--- config.mk ---
export PLATFORM = sky130hd
export DESIGN_NAME = dsa_alu
export DESIGN_NICKNAME = d
export VERILOG_FILES = /design/src/verilog/dsa_pkg.sv /design/src/verilog/dsa_regfile.sv /design/src/verilog/dsa_alu.sv
export VERILOG_INCLUDE_DIRS = /design/src /design/src/verilog
export SDC_FILE = /design/constraint.sdc
export NUM_CORES = 1
export LEC_CHECK = 0
export ABC_AREA = 1
export ABC_CLOCK_PERIOD_IN_PS = 4500
export BUFFER_PORTS_ARGS = -buffer_cell sky130_fd_sc_hd__buf_2
export CAP_MARGIN = 20
export CORE_AREA = 3 3 143 145
export CTS_BUF_LIST = sky130_fd_sc_hd__clkbuf_16
export CTS_CLUSTER_SIZE = 20
export DETAILED_ROUTE_END_ITERATION = 6
export DIE_AREA = 0 0 146 148
export GPL_ROUTABILITY_DRIVEN = 0
export PLACE_DENSITY = 0.71
export SLEW_MARGIN = 20
export SYNTH_ARGS = -nofsm -noshare
export SYNTH_HDL_FRONTEND = slang
export SYNTH_SLANG_ARGS = --single-unit
--- constraint.sdc ---
create_clock -name i_clk -period 4.5 [get_ports i_clk]
set_clock_uncertainty 0.2 [all_clocks]
set_input_delay 0.45 -clock i_clk [delete_from_list [all_inputs] [get_ports i_clk]]
set_output_delay 0.45 -clock i_clk [all_outputs]
set_load 0.02 [all_outputs]
--- src/verilog/dsa_regs.svh ---
// Constants for the decrement and subtract datapath
`ifndef DSA_REGS_SVH
`define DSA_REGS_SVH

// ============================================================
// Widths and sizes
`define DSA_DATA_W 8
`define DSA_ADDR_W 4
`define DSA_DEPTH 16

// ============================================================
// Arithmetic constants and reset values
`define DSA_ONE 8'h01
`define DSA_ZERO_BYTE 8'h00
`define DSA_ACC_RESET 8'h00
`define DSA_FLAG_RESET 1'b0
`define DSA_DC_BIT 4
`define DSA_C_BIT 8

`endif

--- src/verilog/dsa_pkg.sv ---
// Types shared by the decrement and subtract datapath
`include "dsa_regs.svh"

package dsa_pkg;

    // ============================================================
    // Instruction codes
    typedef enum logic [2:0] {
        op_nop = 3'b000,
        op_decrement_to_register = 3'b001,
        op_subtract_to_accumulator = 3'b010,
        op_subtract_to_register = 3'b011,
        op_subtract_borrow_to_accumulator = 3'b100,
        op_load_accumulator = 3'b101,
        op_store_accumulator = 3'b110,
        op_fetch_register = 3'b111
    } dsa_op_t;

    // ============================================================
    // Instruction word as issued by the decoder
    typedef struct packed {
        logic valid;
        dsa_op_t op;
        logic [`DSA_ADDR_W-1:0] addr;
        logic [`DSA_DATA_W-1:0] imm;
    } dsa_instr_t;

    // ============================================================
    // Status flags touched by these instructions
    typedef struct packed {
        logic carry;
        logic digit_carry_flag;
        logic zero;
        logic overflow_flag;
    } dsa_flags_t;

    // ============================================================
    // Register file write request
    typedef struct packed {
        logic we;
        logic [`DSA_ADDR_W-1:0] addr;
        logic [`DSA_DATA_W-1:0] data;
    } dsa_wr_t;

endpackage

--- src/verilog/dsa_regfile.sv ---
// Data register file with registered read data
`include "dsa_regs.svh"

module dsa_regfile (
    input wire logic i_clk,
    input wire logic i_reset,
    input wire dsa_pkg::dsa_wr_t i_wr,
    input wire logic [`DSA_ADDR_W-1:0] i_raddr,
    output logic [`DSA_DATA_W-1:0] o_rdata
);
    import dsa_pkg::*;

    // ============================================================
    // State
    typedef struct packed {
        logic [`DSA_DEPTH-1:0][`DSA_DATA_W-1:0] mem;
        logic [`DSA_DATA_W-1:0] rdata;
    } dsa_rf_state_t;

    dsa_rf_state_t s_reg;
    dsa_rf_state_t s_next;

    // Read old contents, then apply write
    always_comb begin
        s_next = s_reg;
        s_next.rdata = s_reg.mem[i_raddr];
        if (i_wr.we) begin
            s_next.mem[i_wr.addr] = i_wr.data;
        end
    end

    // State register
    always_ff @(posedge i_clk) begin
        if (i_reset) begin
            s_reg <= '0;
        end else begin
            s_reg <= s_next;
        end
    end

    assign o_rdata = s_reg.rdata;
endmodule // dsa_regfile

--- src/verilog/dsa_alu.sv ---
// Decrement and subtract execution datapath
// Notes for the next engineer
// One stage: an instruction taken on one edge retires on the next.
// Register file reads are issued with the instruction, so the operand
// arrives in the same cycle as the pending instruction word.
// A write retiring on the edge of that read is not yet in the file,
// hence the one-entry forward path below.
// Accumulator and carry live here, so back-to-back dependencies are
// exact without a stall; o_ready is therefore tied high.
// Carry and digit carry hold a borrow: set means a borrow occurred.
// Decrement touches the zero flag only, the other three hold.
// Load, store and fetch exist only to seed and observe registers,
// and leave every flag as it was.
// A nop or an instruction without valid retires nothing.
`include "dsa_regs.svh"

module dsa_alu (
    input wire logic i_clk,
    input wire logic i_reset,
    input wire dsa_pkg::dsa_instr_t i_instr,
    output logic o_ready,
    output logic o_done,
    output logic [`DSA_DATA_W-1:0] o_result,
    output logic [`DSA_DATA_W-1:0] o_accumulator,
    output dsa_pkg::dsa_flags_t o_flags
);
    import dsa_pkg::*;

    // ============================================================
    // Subtract result bundle
    typedef struct packed {
        logic [`DSA_DATA_W-1:0] diff;
        dsa_flags_t flags;
    } dsa_sub_t;

    // ============================================================
    // State
    typedef struct packed {
        dsa_instr_t pend;
        logic [`DSA_DATA_W-1:0] accumulator;
        dsa_flags_t flags;
        logic fwd_valid;
        logic [`DSA_ADDR_W-1:0] fwd_addr;
        logic [`DSA_DATA_W-1:0] fwd_data;
        logic done;
        logic [`DSA_DATA_W-1:0] result;
    } dsa_state_t;

    dsa_state_t s_reg;
    dsa_state_t s_next;
    dsa_wr_t wr;
    logic [`DSA_DATA_W-1:0] rf_rdata;
    logic [`DSA_DATA_W-1:0] operand;
    dsa_sub_t sub_res;

    // ============================================================
    // Zero test shared by every flag update
    function automatic logic is_zero(input logic [`DSA_DATA_W-1:0] v);
        return (v == `DSA_ZERO_BYTE);
    endfunction

    // ============================================================
    // Register decrement, wraps from zero to all ones
    function automatic logic [`DSA_DATA_W-1:0] dec_byte(
        input logic [`DSA_DATA_W-1:0] v
    );
        return v - `DSA_ONE;
    endfunction

    // ============================================================
    // Ops whose result goes back into the register file
    function automatic logic writes_reg(input dsa_op_t op);
        logic w;
        w = 1'b0;
        case (op)
            op_decrement_to_register,
            op_subtract_to_register,
            op_store_accumulator: begin
                w = 1'b1;
            end
            default: begin
                w = 1'b0;
            end
        endcase
        return w;
    endfunction

    // ============================================================
    // Subtract a minus b minus borrow-in with all four flags
    function automatic dsa_sub_t sub_flags(
        input logic [`DSA_DATA_W-1:0] a,
        input logic [`DSA_DATA_W-1:0] b,
        input logic bin
    );
        logic [`DSA_DATA_W:0] full;
        logic [`DSA_DC_BIT:0] low;
        dsa_sub_t r;
        full = {1'b0, a} - {1'b0, b} - {{`DSA_DATA_W{1'b0}}, bin};
        low = {1'b0, a[3:0]} - {1'b0, b[3:0]} - {4'h0, bin};
        r.diff = full[`DSA_DATA_W-1:0];
        r.flags.carry = full[`DSA_C_BIT]; // Borrow out of bit 7
        r.flags.digit_carry_flag = low[`DSA_DC_BIT]; // Bit 3 borrow
        r.flags.zero = is_zero(r.diff);
        // Signed overflow: operands differ in sign, result sign flips
        r.flags.overflow_flag = (a[7] ^ b[7]) & (a[7] ^ r.diff[7]);
        return r;
    endfunction

    // ============================================================
    // Register file, read issued with the instruction
    dsa_regfile u_regfile (
        .i_clk(i_clk),
        .i_reset(i_reset),
        .i_wr(wr),
        .i_raddr(i_instr.addr),
        .o_rdata(rf_rdata)
    );

    // ============================================================
    // Operand selection
    // Forward last write, the file returns pre-write data
    always_comb begin
        operand = rf_rdata;
        if (s_reg.fwd_valid && (s_reg.fwd_addr == s_reg.pend.addr)) begin
            operand = s_reg.fwd_data;
        end
    end

    // ============================================================
    // Subtractor input
    // Borrow-in only for the with-carry variant
    always_comb begin
        if (s_reg.pend.op == op_subtract_borrow_to_accumulator) begin
            sub_res = sub_flags(s_reg.accumulator, operand,
                                s_reg.flags.carry);
        end else begin
            sub_res = sub_flags(s_reg.accumulator, operand, 1'b0);
        end
    end

    // ============================================================
    // Execute stage: one instruction retires per clock
    always_comb begin
        s_next = s_reg;
        s_next.done = 1'b0;
        s_next.fwd_valid = 1'b0;
        s_next.pend = i_instr;
        s_next.pend.valid = i_instr.valid && (i_instr.op != op_nop);
        // Write port defaults; enable decoded from the pending op
        wr.we = s_reg.pend.valid && writes_reg(s_reg.pend.op);
        wr.addr = s_reg.pend.addr;
        wr.data = `DSA_ZERO_BYTE;
        if (s_reg.pend.valid) begin
            s_next.done = 1'b1;
            case (s_reg.pend.op)
                op_decrement_to_register: begin
                    wr.data = dec_byte(operand);
                    s_next.flags.zero = is_zero(wr.data);
                end
                op_subtract_to_accumulator,
                op_subtract_borrow_to_accumulator: begin
                    s_next.accumulator = sub_res.diff;
                    s_next.flags = sub_res.flags;
                end
                op_subtract_to_register: begin
                    wr.data = sub_res.diff;
                    s_next.flags = sub_res.flags;
                end
                op_load_accumulator: begin
                    s_next.accumulator = s_reg.pend.imm;
                end
                op_store_accumulator: begin
                    wr.data = s_reg.accumulator;
                end
                op_fetch_register: begin
                    s_next.accumulator = operand;
                end
                default: begin
                    s_next.done = 1'b0;
                end
            endcase
            if (wr.we) begin
                s_next.fwd_valid = 1'b1;
                s_next.fwd_addr = wr.addr;
                s_next.fwd_data = wr.data;
                s_next.result = wr.data;
            end else begin
                s_next.result = s_next.accumulator;
            end
        end
    end

    // State register
    always_ff @(posedge i_clk) begin
        if (i_reset) begin
            s_reg <= '0;
            s_reg.accumulator <= `DSA_ACC_RESET;
        end else begin
            s_reg <= s_next;
        end
    end

    // ============================================================
    // Outputs, all from the state register except ready
    assign o_ready = 1'b1; // No stall condition exists
    assign o_done = s_reg.done;
    assign o_result = s_reg.result;
    assign o_accumulator = s_reg.accumulator;
    assign o_flags = s_reg.flags;
endmodule // dsa_alu

* Word level (Yosys, flattened, before mapping)
Index checks and enable logic that the tools add are counted.
** Word-level totals
- Output and inout bits :: 22
- Bits in registers :: 186
- Bits of input ports :: 18
** Operators by class
- $lt $le $gt $ge :: 3
- Equality and inequality tests :: 8
- Muxes and demuxes :: 15
- $add $sub $neg :: 5
- Bitwise logic cells :: 6
- Reductions and logical operators :: 17
** Operators with widths (number)
- $bwmux 128 :: 1
- $pmux 8 s3 :: 2
- $mux 8 :: 5
- $bmux 8 s4 :: 1
- $demux 8 s4 :: 1
- $logic_not 8->1 :: 3
- $mux 13 :: 1
- $eq 3x3->1 const B :: 4
- $mux 12 :: 1
- $lt 4x5->1 const B :: 2
- $sub 8x8->9 :: 1
- $sub 9x1->9 :: 1
- $sub 8x1->8 const B :: 1
- $reduce_or 7->1 :: 1
- $eq 3x2->1 const B :: 2
- $reduce_and 2->1 :: 3
- $reduce_or 3->1 :: 2
- $sub 4x4->5 :: 1
- $sub 5x1->5 :: 1
- $eq 4x4->1 :: 1
- $ge 4x1->1 const B :: 1
- $logic_and 1x1->1 :: 4
- $reduce_or 2->1 :: 2
- $eq 3x1->1 const B :: 1
- 7 further kinds :: 11

* Logic depth before layout (Yosys ltp)
- Depth after elaboration :: 11
- Depth in mapped cells :: 28

* By module
A second synthesis with hierarchy kept.
** Unflattened totals
- Cell total of the unflattened synthesis :: 1433
- Area, all modules :: 9933.3 um2
** Modules (own cells, without submodules)
- dsa_regfile :: area each 6286.0 um2, instances 1, cells an instance 883
- dsa_alu :: area each 3647.2 um2, instances 1, cells an instance 550

* Worst setup path before layout
No wires, ideal clock.
- Kind :: register to register
- Start point :: register s_reg[45] (netlist bit)
- End point :: register s_reg (netlist bit o_result[1])
- Cell stages (with the launch flop) :: 23
- Setup time :: 0.074 ns
- Buffers on the path :: 3
- Setup slack :: 1.200 ns
- Data arrival time :: 3.026 ns
- Cells stage by stage :: dfxtp_1 > buf_4 > inv_2 > nand2_1 > nand2_2 > nor2_8 > nand3_4 > buf_6 > nand2_1 > o21ai_4 > inv_1 > ha_1 > inv_1 > ha_1 > inv_1 > ha_1 > o21ai_0 > nand2_1 > and2_1 > inv_1 > clkbuf_1 > nand2_1 > a31oi_1
** On the way
- Cells in the longest elaborated chain, start to end :: 8
** RTL lines
- start: declaration :: RTL line dsa_alu.sv:49 : dsa_state_t s_reg;
- start signal: assignment :: RTL line dsa_alu.sv:199 : s_reg <= s_next;
- $eq 4x4->1 * :: RTL line dsa_alu.sv:124 : if (s_reg.fwd_valid && (s_reg.fwd_addr == s_reg.pend.addr)) begin
- $logic_and 1x1->1 * :: RTL line dsa_alu.sv:124
- $mux 8 * :: RTL line dsa_alu.sv:124
- $sub 8x8->9 :: RTL line dsa_alu.sv:98 : full = {1'b0, a} - {1'b0, b} - {{`DSA_DATA_W{1'b0}}, bin};
- $sub 9x1->9 :: RTL line dsa_alu.sv:98
- $mux 12 :: RTL line dsa_alu.sv:133 : if (s_reg.pend.op == op_subtract_borrow_to_accumulator) begin
- $pmux 8 s3 :: RTL line dsa_alu.sv:155 : case (s_reg.pend.op)
- $mux 8 * :: RTL line dsa_alu.sv:182 : if (wr.we) begin
Mark *: on every way between the ends. The rest lies on a longest branch, timed or not.
A chain may end at the register's enable or synchronous reset.

* Worst setup path after layout
Same ends and word-level chain as after synthesis.

==> flow_summary.ini <==
[run_status]
status = finished, final reports clean

[cts]
h-tree-depth = 4
root_buffer = clkbuf_16
tritoncts = built
cts_made_buffers = 17
cts_setup_buffers = 0
ctsResizeCount = 0
path_clk_slew_ns = 0.07
cts_max_path_buffers = 2
clock_latency_ns = 0.45
clock_sinks = 186
cts_hold_buf = 0

[yosys]
ys_types = 49
synth-edff-count = 0
ys_seq_area_share_pct = 38.3
async_flop_share_pct = 0
synthTopCellsByArea = dfxtp_1 38%, inv_1 10%, nand2_1 9.5%
synth.avg_cell_area_um2 = 6.68
synth-seq-cells = 186
synthCells = 1456
synth_top_cell_by_area = dfxtp_1
ys.flop_type = dfxtp_1
yosysWarnings = 0
syn_nets = 1482
synth_top_area_share_pct = 38.3
syn_area_mm2 = 0.00972

[sta]
setup_viol = 0
slew_headroom_pct = 40.9
hold_viol = 0
period_share_pct = 86.6
rsz0062_at_grt = false
fmax_mhz = 257
drv_slew = 0
fin_hold_ws_ns = 0.0133
finalCriticalPeriod_ns = 3.90
tightest_slew_ns = 0.885
setup_tns_ns = 0

[drt]
wl_um = 27200
drt_iter0_markers = 1026
route.detailed.drc = 0
via_count = 9094
viasPerCell = 5.33
first_pass_iters = 6
ant_nets = 0
avgRoutedWirePerCell_um = 15.9

[power]
p_sw_share_pct = 29.6
ir_worst_vdd_v = 0.000290
p_int_mw = 2.52
leakage_nw = 4.89
pwr-share-seq_pct = 47.3
p_switching_mw = 1.06
clockPowerShare_pct = 38.5
power.density_mw_per_mm2 = 344
p_comb_share_pct = 14.2

[hold_path]
whs_endpoint = s_reg[36]
whs_path_depth = 3
holdCritStartpoint = i_instr[2]
hold_path_class = in2reg

[setup_path]
crit_arrival_ns = 4.06
rr_startpoint = s_reg[45]
reg2reg_slack_ns = 0.60
crit_path_end_kind = register
critPathLaunchType = register
cp.required_ns = 4.66
path_max_fanout = 15
crit_type = reg2reg
ff2ff_path_depth = 19
reg2reg_to = o_result[1]

[grt]
grt_pass1_wl_um = 42700
grt_max_degree = 107
grtUsageTotal_pct = 24.8
antenna_found_initial = 0
grt_pass1_vias = 7918
overflow = 0

[finish]
drive_gt1_share_pct = 9.51
insertedDiodeCount = 0
largest_reg_flops = 128
final_common_cell = inv_1
area_growth_pct = 7.04
nNetsFinal = 1454
final_cell_mix = 265 x inv_1, 246 x nand2_1, 186 x dfxtp_1

[floorplanning]
pin_count = 40
die_area_mm2 = 0.0216
coreArea_mm2 = 0.0193
fp.dieH_um = 148
initial_core_util_pct = 50.3
row_count = 51
die_w_um = 146

[run]
timing.max_cap.violations = 0

[placed_design]
portBuffers = 38
dp_hpwl_um = 18100
==> critical path, stage by stage (launching register included) <==
cell	delay [ns]
dfxtp_1	0.47
inv_2	0.06
nand2_1	0.08
nand2_2	0.08
nor2_8	0.16
nand3_4	0.20
nand2_1	0.17
o21ai_4	0.09
inv_1	0.10
ha_1	0.15
inv_1	0.05
ha_1	0.32
inv_1	0.06
ha_1	0.31
o21ai_0	0.31
nand2_1	0.10
and2_1	0.19
inv_1	0.39
nand2_1	0.14
a31oi_1	0.18
==> synth_stat cells (all sizes together) (2+ instances only) <==
| cell type | instances |
|---|---|
| xor2 | 7 |
| o21ai | 216 |
| inv | 279 |
| nand4 | 14 |
| o21bai | 4 |
| nand2 | 265 |
| nor2 | 72 |
| xnor2 | 2 |
| clkinv | 4 |
| nor4 | 2 |
| mux2i | 2 |
| a21oi | 178 |
| clkbuf | 56 |
| dfxtp | 186 |
| buf | 40 |
| o211ai | 15 |
| ha | 8 |
| a22oi | 2 |
| a21boi | 4 |
| a31oi | 4 |
| nand3 | 80 |
| nor3 | 7 |
| and2 | 2 |
==> stage by stage <==
step / worst slack (ns) / instance area, um^2 / power [mW] / utilization (%) / std cells
2_1_floorplan: 1.20 / 9720 / 2.10 / - / 1456
3_3_place_gp: 0.845 / 9860 / 2.22 / 51.0 / 1673
3_5_place_dp: 0.691 / 9860 / 2.22 / 51.0 / 1673
4_1_cts: 0.621 / 10400 / 3.58 / 53.7 / 1704
5_1_grt: 0.319 / 10400 / 3.71 / 53.8 / 1705
6_report: 0.605 / 10400 / 3.58 / 53.8 / 1705
==> power by group through the flow <==
| stage | clock [mW] | combinational [mW] | sequential (mW) |
|---|---|---|---|
| after floorplan | 0 | 0.376 | 1.72 |
| after global placement | 0 | 0.489 | 1.73 |
| after detailed placement | 0 | 0.492 | 1.73 |
| after CTS | 1.39 | 0.495 | 1.69 |
| after global routing | 1.46 | 0.557 | 1.70 |
| final | 1.38 | 0.509 | 1.69 |
==> cell type report <==
class | count | area, um^2
multi-input cells | 891 | 4470
repair buffers | 49 | 292
inverters | 283 | 1060
well taps | 265 | 332
clock buffers | 17 | 425
fillers | 1920 | 8930
clock inverters | 14 | 98.8
flip-flops and latches | 186 | 3720
==> routing by layer <==
metal	up-vias	wire length, um	track usage, %
met5	-	0	0
met4	0	732	9.17
met3	47	1850	4.08
met2	308	12000	38.8
met1	4167	12600	34.8
li1	4572	-	-
==> cells by family after synthesis <==
group,after synthesis,share of synthesized area (%)
AND/OR/NAND/NOR,442,20.5
AO/OA/AOI/OAI,429,23.3
buffers and inverters,379,15.7
flip-flops,186,38.3
XOR/XNOR,9,0.888
adder cells (fa/ha/maj),8,1.03
multiplexers,2,0.206
other,1,0.0386
==> worst max-delay path by stage <==
stage	from	end	slack (ns)	cells past startpoint
floorplan	s_reg[45]	o_result[1]	1.20	22
global placement	s_reg[45]	o_result[1]	0.84	19
detailed placement	s_reg[45]	u_regfile.s_reg[129]	0.69	19
CTS	s_reg[45]	u_regfile.s_reg[33]	0.62	19
global route	s_reg[45]	u_regfile.s_reg[33]	0.32	19
finish	s_reg[45]	o_result[1]	0.60	19
(Power assumes the default switching activity.)
